`src/mrl_pkg.sv`:
```
package mrl_pkg;
    // Register addresses on the mode register bus
    localparam logic [7:0] MRL_ADDR_CAPS = 8'h00;
    localparam logic [7:0] MRL_ADDR_LAT = 8'h02;
    localparam logic [7:0] MRL_ADDR_DRV = 8'h03;
    localparam logic [7:0] MRL_ADDR_TEMP = 8'h04;
    // Latency register fields
    localparam int MRL_LAT_CODE_LSB = 0;
    localparam int MRL_LAT_WRE_BIT = 4;
    localparam int MRL_LAT_SET_BIT = 6;
    localparam int MRL_LAT_WLEV_BIT = 7;
    localparam logic [7:0] MRL_LAT_RST = 8'h18;
    localparam logic [7:0] MRL_LAT_WMASK = 8'hDF;
    // Drive register fields
    localparam logic [7:0] MRL_DRV_RST = 8'h02;
    localparam logic [7:0] MRL_DRV_WMASK = 8'h0F;
    // Temperature register fields
    localparam int MRL_TUF_BIT = 7;
    localparam logic [2:0] MRL_RATE_RST = 3'h3;
    // Capability bits
    localparam int MRL_CAP_LOW_BIT = 7;
    localparam int MRL_CAP_ALT_BIT = 6;
    // Value returned for write-only registers
    localparam logic [7:0] MRL_UNDEF_DATA = 8'h00;
    // APB register offsets of the controller
    localparam logic [7:0] MRL_APB_CTRL = 8'h00;
    localparam logic [7:0] MRL_APB_WDATA = 8'h04;
    localparam logic [7:0] MRL_APB_STAT = 8'h08;
    localparam logic [7:0] MRL_APB_RDATA = 8'h0C;
    localparam logic [7:0] MRL_APB_STATUS = 8'h10;
    localparam int MRL_CTRL_GO_BIT = 31;
    localparam int MRL_CTRL_RD_BIT = 30;

    // Latency decode: {valid, read latency, write latency}
    function automatic logic [10:0] mrl_lat_decode(input logic [3:0] code,
                                                   input logic set_b);
        logic [10:0] r;
        r = 11'h000;
        case (code)
            4'h1: r = {1'b1, 5'd3, 5'd1};
            4'h4: r = {1'b1, 5'd6, 5'd3};
            4'h6: r = {1'b1, 5'd8, 5'd4};
            4'h7: r = {1'b1, 5'd9, 5'd5};
            4'h8: r = set_b ? {1'b1, 5'd10, 5'd8} : {1'b1, 5'd10, 5'd6};
            4'h9: r = set_b ? {1'b1, 5'd11, 5'd9} : {1'b1, 5'd11, 5'd6};
            4'hA: r = set_b ? 11'h000 : {1'b1, 5'd12, 5'd6};
            default: r = 11'h000;
        endcase
        return r;
    endfunction : mrl_lat_decode
endpackage : mrl_pkg

```
`src/mrl_if.sv`:
```
`timescale 1ns/100ps
`default_nettype none
interface mrl_if;
    logic cmd_valid;
    logic cmd_read;
    logic [7:0] cmd_addr;
    logic [7:0] cmd_wdata;
    logic rsp_valid;
    logic [7:0] rsp_rdata;
    modport dev (input cmd_valid, cmd_read, cmd_addr, cmd_wdata,
                 output rsp_valid, rsp_rdata);
    modport ctl (output cmd_valid, cmd_read, cmd_addr, cmd_wdata,
                 input rsp_valid, rsp_rdata);
endinterface : mrl_if
`default_nettype wire

```
`src/mrl_ctl.sv`:
```
// Register access over APB was left to the implementer.
`timescale 1ns/100ps
`default_nettype none
module mrl_ctl
    import mrl_pkg::*;
(
    // Clock and reset
    input wire logic pclk,
    input wire logic presetn,
    // APB slave
    input wire logic psel,
    input wire logic penable,
    input wire logic pwrite,
    input wire logic [7:0] paddr,
    input wire logic [31:0] pwdata,
    output logic [31:0] prdata,
    output logic pready,
    output logic pslverr,
    // Device side
    mrl_if.ctl bus
);
    typedef enum logic [1:0] {
        MRL_IDLE = 2'b00,
        MRL_WAIT = 2'b01
    } mrl_state_e;

    mrl_state_e st_ff, nxt_st;
    logic cv_ff, nxt_cv;
    logic crd_ff, nxt_crd;
    logic [7:0] ca_ff, nxt_ca;
    logic [7:0] cw_ff, nxt_cw;
    logic [7:0] rdat_ff, nxt_rdat;
    logic [7:0] temp_ff, nxt_temp;
    logic done_ff, nxt_done;
    logic [31:0] prd_ff, nxt_prd;
    logic wr_acc, rd_acc;

    assign wr_acc = psel && penable && pwrite;
    assign rd_acc = psel && !penable && !pwrite;
    assign pready = 1'b1;
    assign pslverr = 1'b0;
    assign prdata = prd_ff;
    assign bus.cmd_valid = cv_ff;
    assign bus.cmd_read = crd_ff;
    assign bus.cmd_addr = ca_ff;
    assign bus.cmd_wdata = cw_ff;

    // Command sequencing and APB decode
    always_comb begin
        nxt_st = st_ff;
        nxt_cv = 1'b0;
        nxt_crd = crd_ff;
        nxt_ca = ca_ff;
        nxt_cw = cw_ff;
        nxt_rdat = rdat_ff;
        nxt_temp = temp_ff;
        nxt_done = done_ff;
        nxt_prd = prd_ff;
        case (st_ff)
            MRL_IDLE: begin
                if (wr_acc && paddr == MRL_APB_CTRL
                    && pwdata[MRL_CTRL_GO_BIT]) begin
                    nxt_cv = 1'b1;
                    nxt_crd = pwdata[MRL_CTRL_RD_BIT];
                    nxt_ca = pwdata[7:0];
                    nxt_cw = pwdata[15:8] & ((pwdata[7:0] == MRL_ADDR_DRV)
                        ? MRL_DRV_WMASK : MRL_LAT_WMASK);
                    nxt_done = 1'b0;
                    nxt_st = pwdata[MRL_CTRL_RD_BIT] ? MRL_WAIT : MRL_IDLE;
                    nxt_done = !pwdata[MRL_CTRL_RD_BIT];
                end
            end
            MRL_WAIT: begin
                if (bus.rsp_valid) begin
                    nxt_rdat = bus.rsp_rdata;
                    if (ca_ff == MRL_ADDR_TEMP) begin
                        nxt_temp = bus.rsp_rdata;
                    end
                    nxt_done = 1'b1;
                    nxt_st = MRL_IDLE;
                end
            end
            default: nxt_st = MRL_IDLE;
        endcase
        if (rd_acc) begin
            if (paddr == MRL_APB_CTRL) begin
                nxt_prd = {24'h000000, ca_ff};
            end else if (paddr == MRL_APB_STAT) begin
                nxt_prd = {30'h00000000, st_ff != MRL_IDLE, done_ff};
            end else if (paddr == MRL_APB_RDATA) begin
                nxt_prd = {24'h000000, rdat_ff};
            end else if (paddr == MRL_APB_STATUS) begin
                // Bit 8: fault code, bit 9: derating needed
                nxt_prd = {22'h000000, temp_ff[2:0] == 3'h6,
                    temp_ff[2:0] == 3'h0 || temp_ff[2:0] == 3'h7,
                    temp_ff};
            end else begin
                nxt_prd = 32'h00000000;
            end
        end
    end

    // State registers
    always_ff @(posedge pclk or negedge presetn) begin
        if (!presetn) begin
            st_ff <= MRL_IDLE;
            cv_ff <= 1'b0;
            crd_ff <= 1'b0;
            ca_ff <= 8'h00;
            cw_ff <= 8'h00;
            rdat_ff <= 8'h00;
            temp_ff <= 8'h00;
            done_ff <= 1'b0;
            prd_ff <= 32'h00000000;
        end else begin
            st_ff <= nxt_st;
            cv_ff <= nxt_cv;
            crd_ff <= nxt_crd;
            ca_ff <= nxt_ca;
            cw_ff <= nxt_cw;
            rdat_ff <= nxt_rdat;
            temp_ff <= nxt_temp;
            done_ff <= nxt_done;
            prd_ff <= nxt_prd;
        end
    end
endmodule : mrl_ctl
`default_nettype wire

```
`src/flat_wrapper.sv`:
```
// flat-port wrapper written by rule: the top's interface ports become plain ports
module mrl_ctl_flat import mrl_pkg::*;
  (pclk, presetn, psel, penable, pwrite, paddr, pwdata, prdata, pready, pslverr, bus_cmd_valid, bus_cmd_read, bus_cmd_addr, bus_cmd_wdata, bus_rsp_valid, bus_rsp_rdata);
  mrl_if bus_i ();
  input wire logic pclk;
  input wire logic presetn;
  input wire logic psel;
  input wire logic penable;
  input wire logic pwrite;
  input wire logic [7:0] paddr;
  input wire logic [31:0] pwdata;
  output logic [31:0] prdata;
  output logic pready;
  output logic pslverr;
  output wire logic [$bits(bus_i.cmd_valid)-1:0] bus_cmd_valid;
  output wire logic [$bits(bus_i.cmd_read)-1:0] bus_cmd_read;
  output wire logic [$bits(bus_i.cmd_addr)-1:0] bus_cmd_addr;
  output wire logic [$bits(bus_i.cmd_wdata)-1:0] bus_cmd_wdata;
  input wire logic [$bits(bus_i.rsp_valid)-1:0] bus_rsp_valid;
  input wire logic [$bits(bus_i.rsp_rdata)-1:0] bus_rsp_rdata;
  assign bus_cmd_valid = bus_i.cmd_valid;
  assign bus_cmd_read = bus_i.cmd_read;
  assign bus_cmd_addr = bus_i.cmd_addr;
  assign bus_cmd_wdata = bus_i.cmd_wdata;
  assign bus_i.rsp_valid = bus_rsp_valid;
  assign bus_i.rsp_rdata = bus_rsp_rdata;
  mrl_ctl u_core (.pclk(pclk), .presetn(presetn), .psel(psel), .penable(penable), .pwrite(pwrite), .paddr(paddr), .pwdata(pwdata), .prdata(prdata), .pready(pready), .pslverr(pslverr), .bus(bus_i));
endmodule
```
`config.mk`:
```
export PLATFORM = sky130hd
export DESIGN_NAME = mrl_ctl_flat
export DESIGN_NICKNAME = d
export VERILOG_FILES = /design/src/mrl_pkg.sv /design/src/mrl_if.sv /design/src/mrl_ctl.sv /design/src/flat_wrapper.sv
export SDC_FILE = /design/constraint.sdc
export NUM_CORES = 1
export LEC_CHECK = 0
export ABC_CLOCK_PERIOD_IN_PS = 1700
export BUFFER_PORTS_ARGS = -buffer_cell sky130_fd_sc_hd__buf_4
export CORE_ASPECT_RATIO = 2
export CORE_UTILIZATION = 41
export DETAILED_ROUTE_END_ITERATION = 7
export PLACE_DENSITY = 0.78
export SYNTH_ARGS = -nofsm -noshare
export SYNTH_HDL_FRONTEND = slang
export SYNTH_SLANG_ARGS = --single-unit
```
`constraint.sdc`:
```
create_clock -name pclk -period 1.7 [get_ports pclk]
set_input_delay 0.34 -clock pclk [delete_from_list [all_inputs] [get_ports pclk]]
set_output_delay 0.34 -clock pclk [all_outputs]
set_load 0.05 [all_outputs]
```
==> metrics.md <==
| Metric | Value |
|---|---|
| Outcome | `finished with violations` |
| Failing checks | `negative setup slack` |
| Via count | `1642` |
| Primary FF master, synth | `dfrtp_1` |
| Growth of design area from synthesis to finish | `31.8%` |
| Core area | `5140 µm²` |
| Worst EP arrival | `1.96 ns` |
| Vias per inst | `4.89` |
| Period utilization | `1.04` |
| Post-synthesis adder-cell area fraction | `0` |
| Top area cells in the synthesized netlist | `dfrtp_1 51%, mux2_2 14%, buf_4 8.6%` |
| Synth area leader | `dfrtp_1` |
| Die ar. | `5650 µm²` |
| Io pins | `106` |
| Peak supply drop | `0.799 mV` |
| Largest net degree at the start of global routing | `46` |
| Post-CTS Hold Buffers | `0` |
| Layout cells sized above 1 | `0.435` |
| Clk_lat worst skew | `0.30 ns` |
| Simple-gate share of the synthesized area | `0.142` |
| CTS H-tree lvls | `2` |
| Max-Cap Viols | `0` |
| CP Capture Type | `flop` |
| Die height | `105 µm` |
| Setup Crit Path Kind | `in -> reg` |
| Synth Cell Area | `2190 µm²` |
| Final setup viols | `8` |
| Vias in the first global route | `1632` |
| Pre-antenna DRT Iters | `4` |
| Startpoint Class | `input pin` |
| Ant. Diodes | `0` |
| Seq cells post-synth | `45` |
| Async S/R FF share, synth | `1.00` |
| Global route total overflow | `0` |
| Drt total wl | `4.75 mm` |
| Area share of the largest cell type after synthesis | `0.515` |
| Port buffer count | `65` |
| Post-DP HPWL | `3.69 mm` |
| Worst-Margin Slew | `0.554 ns` |
| Initial antenna violation count | `0` |
| Floorplan row count | `37` |
| Main combinational cell family by area after synthesis | `multiplexers` |
| Final Non-Filler Cells | `336` |
| Post-Syn Instances | `199` |
| Initial Utilization | `0.426` |
| Unrepaired setup endpoints after global routing | `true` |
| Mux contribution to synthesized area | `0.144` |
| PwrDens | `852 nW/µm²` |
| Cells after DPL | `326` |
| WL/cell | `14.1 µm` |
| DP Worst Slack | `-0.427 ns` |
| Max-slew violation count | `0` |
| Clock-pin slew on the worst setup and hold paths | `0.08 ns` |
| Clk root buf | `clkbuf_8` |
| Total GRT Usage | `0.184` |
| Worst min-delay path category | `in -> async` |
| Min cycle time layout | `1.77 ns` |
| P_leak | `1.51 nW` |
| CP required | `1.89 ns` |
| Achievable frequency | `565 MHz` |
| Initial DRC count | `30` |
| Worst Clk Skew | `0.00476 ns` |
| Synth Area in XOR/XNOR | `0` |
| Final non-filler cell area | `2880 µm²` |
| Clk sinks | `45` |
| Synth cell types | `35` |
| Post-synth EDFFs | `0` |
| Synth Area in Compound Gates | `0.0807` |
| DR DRC count | `0` |
| Hold Fails Final Rpt | `0` |
| Register area share after synthesis | `0.515` |
| Antenna Violating Nets Remaining | `0` |
| First-pass GRT wire length | `7.49 mm` |
| Fill cell count | `456` |
| Yosys warnings | `0` |
| Fin nets | `331` |
| Area after DPL | `2730 µm²` |
| Setup WS post-layout | `-0.0701 ns` |
| Die width | `53.6 µm` |
| GPL Wtd Cong | `0.830` |
| Crit-path max FO | `4` |
| Synthesized area per cell | `11.0 µm²` |
| Rel. slew slack | `0.631` |
| Worst-case clock buffer depth | `2` |
| TritonCTS Buffers | `5` |
| CTS tree | `yes` |
==> synthesized netlist by cell type (2+ instances only) <==
library cell,count
a21oi_1,2
a221oi_1,6
a22o_1,4
buf_4,25
clkbuf_1,2
conb_1,2
dfrtp_1,45
inv_1,2
mux2_2,27
nand2_1,33
nand4_1,2
nor2_1,17
nor3_1,2
nor4_1,3
o21ai_0,5
or4_4,3
==> final cells by class <==
class	count	area [µm²]	share of cell area
Clock buffer	6	82.6	0.0287
Clock inverter	2	37.5	0.0130
Inverter	3	23.8	0.00825
Multi-Input combinational cell	143	918	0.319
Sequential cell	45	1130	0.391
Tap cell	58	72.6	0.0252
Timing Repair Buffer	79	621	0.215
==> worst max-delay path: stages <==
cell and delay (ns):
buf_6 0.09, or4_4 0.52, or4_4 0.60, buf_4 0.18
a22o_1 0.22
==> sequential cells by signal (all words and copies together) (netlist names) <==
signal and flops:
u_core.rdat_ff 8, u_core.bus.cmd_addr 8, u_core.temp_ff 8, u_core.bus.cmd_valid 1, u_core.done_ff 1, u_core.st_ff 1, u_core.prdata 10, u_core.bus.cmd_read 1
u_core.bus.cmd_wdata 7
==> cells by family after synthesis <==
family                 after synthesis
multiplexers                        28
AND/OR/NAND/NOR                     67
buffers and inverters               34
AO/OA/AOI/OAI                       23
other                                2
flip-flops                          45
==> path summary, 6_finish.rpt <==
| kind | from | endpoint | slack [ns] | cells past startpoint |
|---|---|---|---|---|
| worst max-delay path | paddr[1] | u_core.bus.cmd_wdata[7] | -0.07 | 5 |
| worst min-delay path | presetn | u_core.bus.cmd_read | 0.02 | 1 |
| worst max register to register | u_core.st_ff[0] | u_core.bus.cmd_wdata[7] | 0.16 | 3 |
| worst min register to register | u_core.prdata[9] | u_core.prdata[9] | 0.48 | 2 |
| max in group asynchronous | presetn | u_core.rdat_ff[6] | 1.30 | 1 |
| min in group pclk | bus_rsp_valid | u_core.st_ff[0] | 0.22 | 2 |
==> metrics by stage <==
stage / hold slack (ns) / power (mW) / util / setup TNS, ns
2_1_floorplan: 0.0444 / 1.50 / - / -4.53
3_3_place_gp: 0.363 / 1.63 / 0.531 / -6.76
3_5_place_dp: 0.375 / 1.63 / 0.531 / -7.06
4_1_cts: 0.0366 / 2.48 / 0.557 / -0.478
5_1_grt: 0.0473 / 2.55 / 0.561 / -0.662
6_report: 0.0248 / 2.45 / 0.561 / -0.507
==> timing repair <==
action | CTS | global route
resized for setup | 2 | 3
buffers inserted | 1 | 1
pin swaps | 2 | 2
endpoints found under the setup margin | 16 | 16
==> layout by cell type (no fill, tap or decap), types with 2 or more instances in the layout <==
cell type	n
or4_4	3
inv_1	2
buf_4	74
a21oi_1	2
nor4_1	3
a22o_1	4
nor3_1	2
buf_6	4
clkbuf_8	6
mux2_2	23
nand4_1	2
a221oi_1	6
o21ai_0	4
mux2_4	4
nand2_1	33
dfrtp_1	45
nor2_1	16
conb_1	25
==> routing by layer <==
layer  global-route usage  vias up  routed length [µm]
li1                     -      795                   -
met1                0.173      771                1680
met2                0.356       65                2750
met3               0.0303       11                 218
met4               0.0771        0                 106
met5                    0        -                   0
==> power by group <==
| part | total, mW | leakage, nW | internal (mW) | switching, mW |
|---|---|---|---|---|
| logic | 0.472 | 0.850 | 0.149 | 0.322 |
| clock network | 0.838 | 0.0574 | 0.478 | 0.361 |
| registers | 1.14 | 0.606 | 1.12 | 0.0267 |
| total | 2.45 | 1.51 | 1.74 | 0.710 |
Note: power is estimated with default switching activity, not from simulation.
